<file path="config.mk">
export PLATFORM = sky130hd
export DESIGN_NAME = fcp_top
export DESIGN_NICKNAME = d
export VERILOG_FILES = /design/src/fcp_pkg.sv /design/src/fcp_persist.sv /design/src/fcp_code_enc.sv /design/src/fcp_top.sv
export SDC_FILE = /design/constraint.sdc
export NUM_CORES = 1
export LEC_CHECK = 0
export ABC_AREA = 1
export ABC_CLOCK_PERIOD_IN_PS = 1800
export BUFFER_PORTS_ARGS = -buffer_cell sky130_fd_sc_hd__buf_4
export CORE_MARGIN = 2
export CORE_UTILIZATION = 47
export DETAILED_ROUTE_END_ITERATION = 10
export PLACE_DENSITY = 0.76
export SKIP_CTS_REPAIR_TIMING = 1
export SLEW_MARGIN = 20
export SYNTH_ARGS = -nofsm -noshare
export SYNTH_HDL_FRONTEND = slang
export SYNTH_SLANG_ARGS = --single-unit
</file>
<file path="constraint.sdc">
create_clock -name aclk -period 1.8 [get_ports aclk]
set_input_delay 0.36 -clock aclk [delete_from_list [all_inputs] [get_ports aclk]]
set_output_delay 0.36 -clock aclk [all_outputs]
set_load 0.01 [all_outputs]
</file>
<file path="src/fcp_pkg.sv">
package fcp_pkg;
    // register byte offsets
    localparam logic [7:0] ADDR_CTRL = 8'h00;
    localparam logic [7:0] ADDR_GROUP = 8'h04;
    localparam logic [7:0] ADDR_STATUS = 8'h08;
    localparam logic [7:0] ADDR_IRQ_STAT = 8'h0C;
    localparam logic [7:0] ADDR_IRQ_MASK = 8'h10;
    localparam logic [7:0] ADDR_FRESET = 8'h14;
    // control field positions
    localparam int CTRL_SEL_LSB = 0;
    localparam int CTRL_OUT_EN = 2;
    localparam int CTRL_IN_EN = 3;
    localparam int CTRL_PFS_LSB = 4;
    localparam logic [5:0] CTRL_RESET = 6'h04;
    localparam logic [7:0] GROUP_RESET = 8'h00;
    // fault code selection values
    localparam logic [1:0] SEL_OFF = 2'h0;
    localparam logic [1:0] SEL_ALWAYS = 2'h1;
    localparam logic [1:0] SEL_FAULT_ONLY = 2'h2;
    // interrupt status bits
    localparam int IRQ_TRIP = 0;
    localparam int IRQ_OUT_LOSS = 1;
    localparam int IRQ_IN_LOSS = 2;
    localparam int IRQ_DECEL = 3;
    localparam int IRQ_SHUTOFF = 4;
    localparam int NIRQ = 5;
    // external trip inputs, lowest index wins when several arrive together
    localparam int NTRIP = 16;
    localparam logic [3:0] CODE_NONE = 4'h0;
    localparam logic [3:0] CODE_OTHER = 4'hF;
    localparam logic [3:0] TRIP_CODE [NTRIP] = '{
        4'h1, 4'h2, 4'h3, 4'h4, 4'h5, 4'h6, 4'h7, 4'h8,
        4'h9, 4'hA, 4'hB, 4'hC, 4'hD, 4'hE, 4'hE, 4'hF};
    // input phase loss persistence
    localparam int CLK_HZ = 100_000_000;
    localparam int IN_LOSS_TIME_MS = 1000;
    localparam int IN_LOSS_CYCLES = IN_LOSS_TIME_MS * (CLK_HZ / 1000);
    localparam int PERSIST_W = 27;
    typedef enum logic [0:0] {
        FCP_IDLE = 1'b0,
        FCP_TRIPPED = 1'b1
    } fcp_state_t;
endpackage

</file>
<file path="src/fcp_persist.sv">
`timescale 1ns/1ns
module fcp_persist import fcp_pkg::*; #(
    parameter logic [PERSIST_W-1:0] LIMIT = PERSIST_W'(IN_LOSS_CYCLES)
) (
    input wire logic aclk,
    input wire logic aresetn,
    input wire logic cond,
    output logic done
);
    logic [PERSIST_W-1:0] count;

    // any gap in the condition restarts the wait
    always_ff @(posedge aclk) begin
        if (!aresetn || !cond) begin
            count <= '0;
        end else if (count != LIMIT) begin
            count <= count + PERSIST_W'(1);
        end
    end

    assign done = cond && (count == LIMIT);
endmodule

</file>
<file path="src/fcp_code_enc.sv">
`timescale 1ns/1ns
module fcp_code_enc import fcp_pkg::*; (
    input wire logic [NTRIP-1:0] trips,
    input wire logic phase_trip,
    output logic any,
    output logic [3:0] code
);
    always_comb begin
        any = phase_trip || (|trips);
        code = phase_trip ? CODE_OTHER : CODE_NONE;
        for (int i = NTRIP - 1; i >= 0; i--) begin
            if (trips[i]) begin
                code = TRIP_CODE[i];
            end
        end
    end
endmodule

</file>
<file path="src/fcp_top.sv">
`timescale 1ns/1ns
// Behaviour
// - code select 0..2, default 0 disables
// - select 1 or 2 drives code
// - select 2: code only during fault
// - code bit 1 turns transistor on
// - terminal order and codes 0 to 7
// - codes 8 to F for remaining trips
// - fault code overrides terminal functions
// - output loss protection default on, 0 off
// - lost output phase trips and stops
// - input loss trips after 1 s
// - power fail stop set: decelerate instead
// - first two phases lost: shut off
// - settings writable only when group zero
module fcp_top import fcp_pkg::*; #(
    parameter logic [PERSIST_W-1:0] IN_LOSS_LIMIT = PERSIST_W'(IN_LOSS_CYCLES)
) (
    input wire logic aclk,
    input wire logic aresetn,
    input wire logic [7:0] s_axi_awaddr,
    input wire logic s_axi_awvalid,
    output logic s_axi_awready,
    input wire logic [31:0] s_axi_wdata,
    input wire logic [3:0] s_axi_wstrb,
    input wire logic s_axi_wvalid,
    output logic s_axi_wready,
    output logic [1:0] s_axi_bresp,
    output logic s_axi_bvalid,
    input wire logic s_axi_bready,
    input wire logic [7:0] s_axi_araddr,
    input wire logic s_axi_arvalid,
    output logic s_axi_arready,
    output logic [31:0] s_axi_rdata,
    output logic [1:0] s_axi_rresp,
    output logic s_axi_rvalid,
    input wire logic s_axi_rready,
    input wire logic [NTRIP-1:0] trip_in,
    input wire logic [2:0] out_phase_lost,
    input wire logic [2:0] in_phase_lost,
    input wire logic fault_reset,
    input wire logic [3:0] out_terminal_func_sel,
    output logic code_bit3_terminal,
    output logic code_bit2_terminal,
    output logic code_bit1_terminal,
    output logic code_bit0_terminal,
    output logic inverter_stop,
    output logic power_fail_decel,
    output logic irq
);
    logic [1:0] fault_code_out_sel;
    logic out_phase_loss_en;
    logic in_phase_loss_en;
    logic [1:0] power_fail_stop_sel;
    logic [7:0] user_group_read_sel;
    logic [NIRQ-1:0] irq_stat;
    logic [NIRQ-1:0] irq_mask;
    fcp_state_t state;
    logic [3:0] fault_code;
    logic [3:0] term;
    logic aw_held;
    logic w_held;
    logic [7:0] aw_addr;
    logic [31:0] w_data;
    logic [3:0] w_strb;
    logic wr_fire;
    logic sw_reset;
    logic output_phase_loss_trip;
    logic input_phase_loss_trip;
    logic in_first_two_lost;
    logic in_cond;
    logic in_done;
    logic trip_any;
    logic [3:0] trip_code;
    logic reset_req;
    logic [NIRQ-1:0] irq_event;
    logic [31:0] next_rdata;
    logic next_rok;

    // ---------------- AXI4-Lite write path ----------------
    assign s_axi_awready = !aw_held;
    assign s_axi_wready = !w_held;
    assign wr_fire = aw_held && w_held && !s_axi_bvalid;

    always_ff @(posedge aclk) begin
        if (!aresetn) begin
            aw_held <= 1'b0;
            aw_addr <= 8'h00;
        end else if (s_axi_awvalid && s_axi_awready) begin
            aw_held <= 1'b1;
            aw_addr <= s_axi_awaddr;
        end else if (wr_fire) begin
            aw_held <= 1'b0;
        end
    end

    always_ff @(posedge aclk) begin
        if (!aresetn) begin
            w_held <= 1'b0;
            w_data <= 32'h0000_0000;
            w_strb <= 4'h0;
        end else if (s_axi_wvalid && s_axi_wready) begin
            w_held <= 1'b1;
            w_data <= s_axi_wdata;
            w_strb <= s_axi_wstrb;
        end else if (wr_fire) begin
            w_held <= 1'b0;
        end
    end

    always_ff @(posedge aclk) begin
        if (!aresetn) begin
            s_axi_bvalid <= 1'b0;
            s_axi_bresp <= 2'h0;
        end else if (wr_fire) begin
            s_axi_bvalid <= 1'b1;
            s_axi_bresp <= (aw_addr[7:2] <= ADDR_FRESET[7:2] && aw_addr[7:2] != ADDR_STATUS[7:2]) ? 2'h0 : 2'h2;
        end else if (s_axi_bready) begin
            s_axi_bvalid <= 1'b0;
        end
    end

    // only 0..2 accepted, others leave setting unchanged
    always_ff @(posedge aclk) begin
        if (!aresetn) begin
            fault_code_out_sel <= CTRL_RESET[CTRL_SEL_LSB +: 2];
            out_phase_loss_en <= CTRL_RESET[CTRL_OUT_EN];
            in_phase_loss_en <= CTRL_RESET[CTRL_IN_EN];
            power_fail_stop_sel <= CTRL_RESET[CTRL_PFS_LSB +: 2];
        end else if (wr_fire && w_strb[0] && aw_addr == ADDR_CTRL && user_group_read_sel == 8'h00) begin
            if (w_data[CTRL_SEL_LSB +: 2] != 2'h3) begin
                fault_code_out_sel <= w_data[CTRL_SEL_LSB +: 2];
            end
            out_phase_loss_en <= w_data[CTRL_OUT_EN];
            in_phase_loss_en <= w_data[CTRL_IN_EN];
            power_fail_stop_sel <= w_data[CTRL_PFS_LSB +: 2];
        end
    end

    always_ff @(posedge aclk) begin
        if (!aresetn) begin
            user_group_read_sel <= GROUP_RESET;
        end else if (wr_fire && w_strb[0] && aw_addr == ADDR_GROUP) begin
            user_group_read_sel <= w_data[7:0];
        end
    end

    always_ff @(posedge aclk) begin
        if (!aresetn) begin
            irq_mask <= '0;
        end else if (wr_fire && w_strb[0] && aw_addr == ADDR_IRQ_MASK) begin
            irq_mask <= w_data[NIRQ-1:0];
        end
    end

    assign sw_reset = wr_fire && w_strb[0] && aw_addr == ADDR_FRESET && w_data[0];

    // new events win over a same-cycle write-one-to-clear
    always_ff @(posedge aclk) begin
        if (!aresetn) begin
            irq_stat <= '0;
        end else if (wr_fire && w_strb[0] && aw_addr == ADDR_IRQ_STAT) begin
            irq_stat <= (irq_stat & ~w_data[NIRQ-1:0]) | irq_event;
        end else begin
            irq_stat <= irq_stat | irq_event;
        end
    end

    assign irq = |(irq_stat & irq_mask);

    // ---------------- AXI4-Lite read path ----------------
    assign s_axi_arready = !s_axi_rvalid;
    // unmapped reads answer slverr with zero data

    always_comb begin
        next_rdata = 32'h0000_0000;
        next_rok = 1'b1;
        unique case (s_axi_araddr)
            ADDR_CTRL: begin
                next_rdata[CTRL_SEL_LSB +: 2] = fault_code_out_sel;
                next_rdata[CTRL_OUT_EN] = out_phase_loss_en;
                next_rdata[CTRL_IN_EN] = in_phase_loss_en;
                next_rdata[CTRL_PFS_LSB +: 2] = power_fail_stop_sel;
            end
            ADDR_GROUP: next_rdata[7:0] = user_group_read_sel;
            ADDR_STATUS: next_rdata[7:0] = {power_fail_decel, inverter_stop, in_cond, state, fault_code};
            ADDR_IRQ_STAT: next_rdata[NIRQ-1:0] = irq_stat;
            ADDR_IRQ_MASK: next_rdata[NIRQ-1:0] = irq_mask;
            ADDR_FRESET: next_rdata = 32'h0000_0000;
            default: next_rok = 1'b0;
        endcase
    end

    always_ff @(posedge aclk) begin
        if (!aresetn) begin
            s_axi_rvalid <= 1'b0;
            s_axi_rdata <= 32'h0000_0000;
            s_axi_rresp <= 2'h0;
        end else if (s_axi_arvalid && s_axi_arready) begin
            s_axi_rvalid <= 1'b1;
            s_axi_rdata <= next_rdata;
            s_axi_rresp <= next_rok ? 2'h0 : 2'h2;
        end else if (s_axi_rready) begin
            s_axi_rvalid <= 1'b0;
        end
    end

    // ---------------- phase loss detection ----------------
    // trip gated by enable
    assign output_phase_loss_trip = out_phase_loss_en && (|out_phase_lost);
    // first two phases together shut off without trip
    assign in_first_two_lost = in_phase_lost[0] && in_phase_lost[1];
    // power fail stop takes over from the trip
    assign power_fail_decel = in_phase_loss_en && power_fail_stop_sel != 2'h0 && (|in_phase_lost);
    assign in_cond = in_phase_loss_en && power_fail_stop_sel == 2'h0 && (|in_phase_lost) && !in_first_two_lost;

    // default limit is 1 s of aclk; benches shrink it
    // persistence before tripping
    fcp_persist #(
        .LIMIT(IN_LOSS_LIMIT)
    ) u_in_persist (
        .aclk(aclk),
        .aresetn(aresetn),
        .cond(in_cond),
        .done(in_done)
    );
    assign input_phase_loss_trip = in_done;

    // phase loss trips report code F; an external trip in the same cycle wins with its own code
    fcp_code_enc u_enc (
        .trips(trip_in),
        .phase_trip(output_phase_loss_trip || input_phase_loss_trip),
        .any(trip_any),
        .code(trip_code)
    );

    // stop output on any trip or shutoff
    assign inverter_stop = (state == FCP_TRIPPED) || in_first_two_lost;
    assign reset_req = fault_reset || sw_reset;
    assign irq_event = {in_first_two_lost, power_fail_decel, input_phase_loss_trip,
                        output_phase_loss_trip, (state == FCP_IDLE) && trip_any};

    // ---------------- fault latch ----------------
    // first code held until reset
    always_ff @(posedge aclk) begin
        if (!aresetn) begin
            state <= FCP_IDLE;
            fault_code <= CODE_NONE;
        end else begin
            unique case (state)
                FCP_IDLE: begin
                    if (trip_any) begin
                        state <= FCP_TRIPPED;
                        fault_code <= trip_code;
                    end
                end
                FCP_TRIPPED: begin
                    if (reset_req) begin
                        state <= FCP_IDLE;
                        fault_code <= CODE_NONE;
                    end
                end
            endcase
        end
    end

    // ---------------- terminal drive ----------------
    // nonzero select drives code
    always_ff @(posedge aclk) begin
        if (!aresetn) begin
            term <= 4'h0;
        end else if (fault_code_out_sel == SEL_OFF) begin
            term <= out_terminal_func_sel;
        end else if (state == FCP_TRIPPED) begin
            term <= fault_code;
        end else if (fault_code_out_sel == SEL_FAULT_ONLY) begin
            term <= out_terminal_func_sel;
        end else begin
            term <= CODE_NONE;
        end
    end

    // a 1 switches the transistor on
    assign code_bit3_terminal = term[3];
    assign code_bit2_terminal = term[2];
    assign code_bit1_terminal = term[1];
    assign code_bit0_terminal = term[0];
endmodule

</file>
# Word-level counts from Yosys, hierarchy flattened
# Cells that the tools add are included.
# classes
addsub,1
magnitude_cmp,1
n_eq_ne,16
n_mux,40
bitwise_logic,6
reduce_logical,52
# ops
op,count
two-way mux 4 bit,22
== test 8 x 5 -> 1 bit (second input constant),4
adder 27 x 1 -> 27 bit (second input constant),1
== test 27 bit (second input constant),1
!= test 27 bit (second input constant),1
case mux 5 bit (5 select lines),1
== test 8 x 4 -> 1 bit (second input constant),3
zero test 8 bit,3
logical AND 1 bit,23
== test 8 x 3 -> 1 bit (second input constant),2
OR reduction 16 bit,1
AND 5 bit,2
two-way mux 1 bit,10
OR 5 bit,2
nonzero test 2 bit,5
case mux 4 bit (2 select lines),1
zero test 1 bit,7
less-or-equal comparator 6 x 3 -> 1 bit (second input constant),1
!= test 6 x 2 -> 1 bit (second input constant),1
OR reduction 3 bit,2
OR reduction 6 bit,1
logical OR 1 bit,5
two-way mux 5 bit,1
NOT 5 bit,1
other kinds (11),15
# word_totals
ff_bits,93
out_inout_bits,48
wordCells,137

# Longest topological paths before layout
# Gate-level depths: netlist of the first run.
# depth
depth_word,25
depth_mapped,23

# Cells and area by module
# Synthesis of the first run repeated with hierarchy kept, for this count alone.
# unflattened
hier_cells,745
hier_area_um2,4869.7
# modules_own_cells
mod,n_inst,cells_each,area_each_um2,seq_area_each_um2
fcp_top,1,422,3029.2,1281.2
fcp_persist,1,272,1632.8,540.5
fcp_code_enc,1,51,207.7,0.0

# Worst setup path before layout of the first run
# OpenSTA, ideal clock, no wires.
# synth_timing
path_type,register to register
from,register u_in_persist.count[0]
to,register fault_code[0]
setup_time_ns,0.067
arrival_ns,1.671
required_ns,1.733
path_slack_ns,0.062
path_stages_with_launch,23
path_buffers,0
period_less_slack_ns,1.738
cell_sequence,dfxtp_1 > inv_1 > ha_1 > nand4_1 > nor2_1 > nand3_2 > nand3_1 > nand2_1 > nand2_1 > nand2_1 > nand2_1 > nand2_1 > nand2_1 > nand2_1 > nand2_1 > nand2_1 > nand2_1 > nand2_1 > nand2_1 > nand2_1 > nand2_1 > nand2_1 > a21oi_2
# synth_between
elab_chain_len,22
elab_cells_between_ends,25
cone_classes,2 x eq/ne; 19 x mux; 4 x reduce/logical
# synth_lines
item,line_no,rtl
from (decl),fcp_persist.sv:10,logic [PERSIST_W-1:0] count;
from (signal assigned),fcp_persist.sv:17,count <= count + PERSIST_W'(1);
== test 27 bit *,fcp_persist.sv:21,assign done = cond && (count == LIMIT);
logical AND 1 bit *,fcp_persist.sv:21,
logical OR 1 bit *,fcp_top.sv:232,".phase_trip(output_phase_loss_trip || input_phase_loss_trip),"
two-way mux 4 bit,fcp_code_enc.sv:10,code = phase_trip ? CODE_OTHER : CODE_NONE;
two-way mux 4 bit (16 in series),fcp_code_enc.sv:12,if (trips[i]) begin
two-way mux 4 bit,fcp_top.sv:252,if (trip_any) begin
case mux 4 bit (2 select lines),fcp_top.sv:250,unique case (state)
to (signal assigned),fcp_top.sv:254,fault_code <= trip_code;
to (decl),fcp_top.sv:59,logic [3:0] fault_code;
# Mark *: on every way between the ends. The rest lies on a longest branch, timed or not. The select of a mux whose other input is x is not followed.
# A chain may end at the register's enable or synchronous reset.

# Worst setup path in the final report of the first run
# layout_timing
from,register u_in_persist.count[1]
to,register fault_code[1]
# Same word-level chain as after synthesis.

==> out/metrics.csv, run 1 <==
metric;value;unit
status;finished with violations;
violations;setup timing;
startpoint_type;flip-flop;
r2r_cells;14;
synth_seq_area_share;0.3991;
initial_core_util;0.4893;
synth_flop_cell;dfxtp_1;
die_h;102.5;um
vias;4809;
grt.total_usage;0.2324;
layout_min_cycle_time;1.981;ns
critPathRequiredTime;2.08;ns
port_buffers;80;
htreeDepth;3;
cts_tree;done;
numCtsBuffers;9;
nFillCells;793;
max_freq;0.5048;GHz
dr.first_iter.drc_count;187;
worst_slack;-0.1812;ns
diodes;0;
cts_buffer_depth;2;
dieArea;0.01052;mm^2
critical_path_class;flip-flop to flip-flop;
cts_root_buf;clkbuf_8;
p_per_area;673.5;mW/mm^2
final_antenna_net_count;0;
ys_seq_elements;91;
synth.distinct_cells;48;
antenna_found_initial;0;
wl_per_cell;13.17;um
layout-drive-gt1-share;0.3022;
hp-class;input pin to flip-flop;
dp_hpwl;9346;um
rows;35;
holdPathStages;3;
worstMarginPinSlew;0.6749;ns
gp_congestion;0.8699;
slew_headroom;0.5496;
grt_pass1_vias;4343;
peakVddDrop;486.8;uV
fin_worst_skew;0.01331;ns
dr.max_layer_used;met4;
rsz0062_at_grt;true;
viasPerCell;5.046;
finalMaxSlewViolations;0;
synthCells;657;
worstPathMaxFanout;4;
die_w;102.5;um
grt_pass1_wl;19380;um
wl_met2;6321;um
yosys_warnings;0;
synth.cell_area;0.004564;mm^2
worstSetupEndpointType;flip-flop;
wl_met3;703;um
grt_max_degree;27;
core;0.009328;mm^2
clk_pin_slew;0.09;ns
routed_wl;12550;um
place_ws;-0.1464;ns
max_cap_violations;0;
synth_edf_count;0;
syn_avg_cell_area;6.947;um^2
num_io_pins;134;
cts_sinks;91;
fin_util;0.6680;
hold_viol_final;0;
met1_length;5344;um
multi_input_area;0.002354;mm^2
arrival;2.26;ns
syn_to_final_growth;36.51;%
dr.pass1.iters;5;
timing.final.crit_share;1.101;
async_reset_ff_frac;0;
seq_area;0.001848;mm^2
grt-ovfl-total;0;
finalSetupViolations;6;
drcViolationCount;0;
p_total;0.004197;W
p_leak;2.734;nW
nets;907;
insertion_delay;0.36;ns
[report_power, final]
| part | switching [W] | leakage (nW) | internal (W) |
|---|---|---|---|
| Combinational | 0.000281 | 1.87 | 0.000228 |
| Clock | 0.000771 | 0.111 | 0.000795 |
| Sequential | 0.0000438 | 0.751 | 0.00208 |
[registers in the layout (all words and copies together), names as in the netlist]
| register | cells |
|---|---|
| irq_stat | 5 |
| fault_code_out_sel | 2 |
| s_axi_rvalid | 1 |
| power_fail_stop_sel | 2 |
| s_axi_bresp | 1 |
| s_axi_rresp | 1 |
| u_in_persist.count | 27 |
| aw_held | 1 |
| out_phase_loss_en | 1 |
| s_axi_bvalid | 1 |
| fault_code | 4 |
| w_strb | 1 |
| state | 1 |
| irq_mask | 5 |
| user_group_read_sel | 8 |
| w_held | 1 |
| w_data | 8 |
| term | 4 |
| in_phase_loss_en | 1 |
| aw_addr | 8 |
| s_axi_rdata | 8 |
[per-stage QoR]
step,std cells,area (um^2),hold WS (ns),TNS [ns]
3_3_place_gp,929,5758,0.4430,-0.5343
2_1_floorplan,682,4658,0.4302,0
5_1_grt,953,6231,0.2140,-2.105
4_1_cts,945,5981,0.2073,-1.027
3_5_place_dp,929,5758,0.4520,-1.405
6_report,953,6231,0.2175,-0.5726
[path summary, 6_finish.rpt]
kind                                       startpoint                             endpoint  slack (ns)
setup / recovery   u_in_persist.count[1]$_SDFFE_PP0N_           fault_code[1]$_SDFFE_PN0P_       -0.18
hold / removal                        s_axi_awaddr[0]              aw_addr[0]$_SDFFE_PN0P_        0.22
setup reg to reg   u_in_persist.count[1]$_SDFFE_PP0N_           fault_code[1]$_SDFFE_PN0P_       -0.18
hold reg to reg   u_in_persist.count[26]$_SDFFE_PP0N_  u_in_persist.count[26]$_SDFFE_PP0N_        0.47
[kinds of logic after synthesis]
| group | count (synthesis) | share of synthesized area |
|---|---|---|
| fa+ha+maj | 2 | 0.005482 |
| compound gates | 145 | 0.1801 |
| xor+xnor | 2 | 0.003838 |
| flops | 91 | 0.3991 |
| simple gates | 271 | 0.2689 |
| other cells | 1 | 0.0008216 |
| buf+inv | 145 | 0.1417 |
[per-layer routing]
metal / GRT usage / up-vias
met3: 0.04271 / 19
li1: - / 2413
met4: 0.07692 / 0
met2: 0.3942 / 159
met1: 0.2992 / 2218
met5: 0 / -
[placed cells by master (no fill, tap or decap), types with 2 or more instances in the layout]
master and instances:
bufinv_16 2, inv_6 3, a221oi_1 2, a21oi_2 2, nand2_1 107, dfxtp_1 76
o21bai_1 2, dfxtp_4 3, inv_1 99, nor3b_1 2, o221ai_1 2, buf_6 2
nand3_2 5, nand4_1 10, nor4_1 6, a21oi_1 59, a31oi_1 4, inv_2 7
o211ai_1 4, o21ai_0 48, o21ai_1 2, nand3_1 12, nor2_2 10, a211oi_1 9
nor2_1 76, clkbuf_8 9, nor3_1 17, conb_1 26, ha_4 2, dfxtp_2 12
nor2_4 2, nor3b_2 2, nor3_2 5, nand2_2 7, nor3_4 3, buf_4 160
o21a_1 3
[synth_stat cells, types with 2 or more instances]
library cell,n,area share
nor3_2,3,0.0066
nor4_1,7,0.0096
a211oi_1,9,0.015
nand3_2,2,0.0044
clkbuf_1,9,0.0074
a221oi_1,2,0.0038
nor2_1,83,0.068
nand2_2,2,0.0027
o21ai_0,50,0.055
inv_1,102,0.084
dfxtp_1,91,0.40
ha_1,2,0.0055
nor2_2,4,0.0055
o21a_1,3,0.0049
nor3b_1,4,0.0066
o211ai_1,4,0.0066
a31oi_1,4,0.0055
nand3_1,16,0.018
o21bai_1,2,0.0033
nand4_1,10,0.014
inv_2,4,0.0033
nand2_1,111,0.091
o31ai_1,2,0.0033
o221ai_1,2,0.0038
buf_4,27,0.044
nor3_1,20,0.022
a21oi_1,60,0.066
nor3_4,2,0.0071
[critical path, stage by stage (launching register included)]
cell,delay (ns)
dfxtp_2,0.34
inv_2,0.08
ha_4,0.13
nand4_1,0.10
nor2_1,0.13
nand3_2,0.14
buf_4,0.16
buf_4,0.12
nand4_1,0.08
nand2_1,0.06
a21oi_1,0.13
nor2_1,0.05
o21ai_0,0.16
nand3_1,0.09
a21oi_1,0.15
[cell type report]
type                       instances  area share
clock buffer                       9     0.01988
multi-input combinational        447      0.3777
timing repair buffer             163      0.1996
sequential                        91      0.2966
tap                              129     0.02590
clock inverter                     7     0.01586
inverter                         107     0.06446
Power figures use the tool's default switching activity.
==> run 2: changes to the inputs <==
==> constraint.sdc (replaced) <==
create_clock -name aclk -period 1.8 [get_ports aclk]
set_input_delay 0.36 -clock aclk [delete_from_list [all_inputs] [get_ports aclk]]
set_output_delay 0.36 -clock aclk [all_outputs]
set_load 0.02 [all_outputs]
==> out/metrics.csv, run 2 (synthesis results as in run 1) <==
metric;value;unit
worst_slack;-0.1209;ns
final_antenna_net_count;0;
layout-drive-gt1-share;0.3127;
hp-class;input pin to flip-flop;
num_io_pins;134;
htreeDepth;3;
rsz0062_at_grt;true;
cts_root_buf;clkbuf_8;
finalSetupViolations;10;
fin_hold_ws;0.2180;ns
diodes;0;
max_cap_violations;0;
grt_pass1_wl;19220;um
slowest_stage;dfxtp_2;
grt_pass1_vias;4371;
p_per_area;646.9;mW/mm^2
port_buffers;80;
peakVddDrop;536.7;uV
fin_worst_skew;0.01135;ns
timing.final.crit_share;1.067;
dp_hpwl;9298;um
critical_path_class;flip-flop to flip-flop;
die_h;102.5;um
startpoint_type;flip-flop;
worstMarginPinSlew;0.6538;ns
critPathRequiredTime;2.09;ns
final_cell_mix;158 x buf_4, 105 x nand2_1, 99 x inv_1, 75 x dfxtp_1, 68 x nor2_1;
insertion_delay;0.36;ns
violations;setup timing;
status;finished with violations;
numCtsBuffers;9;
die_w;102.5;um
gp_congestion;0.8708;
hold_viol_final;0;
max_freq;0.5206;GHz
antenna_found_initial;0;
cts_tree;done;
p_total;0.004020;W
cts_sinks;91;
worstPathCellList;buf_6, buf_6, nand3_4, nor3_4, inv_2, nor3_4, nand2_2, nor3_4, nand2_2, inv_2, nand4_2, or2_0, a21oi_1;
critical_path.max_stage_delay;0.36;ns
grt_max_degree;27;
nets;905;
dr.first_iter.drc_count;191;
regToRegSetupSlack;-0.12;ns
core;0.009328;mm^2
dieArea;0.01052;mm^2
arrival;2.21;ns
slew_headroom;0.5608;
crit_top_cell;nor3_4;
cts_buffer_depth;2;
largest_reg_flops;27;
syn_to_final_growth;36.13;%
top_register;u_in_persist.count;
final_common_cell;buf_4;
clk_pin_slew;0.10;ns
place_ws;-0.1504;ns
p_leak;2.727;nW
worstSetupEndpointType;flip-flop;
viasPerCell;5.030;
wl_per_cell;13.18;um
initial_core_util;0.4893;
routed_wl;12530;um
finalMaxSlewViolations;0;
rows;35;
worstPathMaxFanout;3;
vias;4784;
grt.total_usage;0.2276;
layout_min_cycle_time;1.921;ns
drcViolationCount;0;
dr.pass1.iters;5;
grt-ovfl-total;0;
-- run 2: cell types whose count changed in the layout (fill, tap and decap cells not counted), sizes merged --
cell	previous run	this run
buf	163	161
clkinvlp	1	0
bufinv	2	0
inv	109	111
clkinv	2	3
-- run 2: power by group --
group	internal [W]	switching, W	total [W]	leakage [nW]
clock	0.000542	0.000804	0.00135	0.0986
sequential	0.00208	0.0000457	0.00213	0.751
combinational	0.000223	0.000324	0.000546	1.88
total	0.00285	0.00117	0.00402	2.73
-- run 2: path summary, 6_finish.rpt --
path	from	end	depth (start not counted)
worst max-delay path	u_in_persist.count[0]$_SDFFE_PP0N_	u_in_persist.count[21]$_SDFFE_PP0N_	13
worst max register to register	u_in_persist.count[0]$_SDFFE_PP0N_	u_in_persist.count[21]$_SDFFE_PP0N_	13
worst min-delay path	s_axi_wdata[6]	w_data[6]$_SDFFE_PN0P_	3
worst min register to register	w_strb[0]$_SDFFE_PN0P_	w_strb[0]$_SDFFE_PN0P_	2
-- run 2: metrics by stage --
stage          utilization  cell area, um^2  setup TNS [ns]  std cells
2_1_floorplan            -             4658               0        682
4_1_cts             0.6369             5941         -0.9397        944
3_3_place_gp        0.6165             5751         -0.6096        928
5_1_grt             0.6661             6213          -3.175        951
3_5_place_dp        0.6165             5751          -1.396        928
6_report            0.6661             6213         -0.8309        951
-- run 2: worst max-delay path, delay by kind of cell, from the launching register on --
kind / cells / cell delay, ns
AOI/OAI and AO/OA: 1 / 0.12
buffers and inverters: 4 / 0.35
DFF: 1 / 0.36
and+or+nand+nor: 8 / 1.03
-- run 2: cell type report --
type                            instances  area, um^2
Tap cell                              129       161.4
Inverter                              107       401.6
Sequential cell                        91        1842
Timing Repair Buffer                  161        1229
Fill cell                             797        3114
Multi-Input combinational cell        447        2390
Clock buffer                            9       123.9
Clock inverter                          7       66.31
-- run 2: per-layer routing --
metal / wire length (um) / GRT usage
met3: 688 / 0.04407
met2: 6328 / 0.3967
met5: 0 / 0
met4: 146 / 0.05231
met1: 5369 / 0.2923
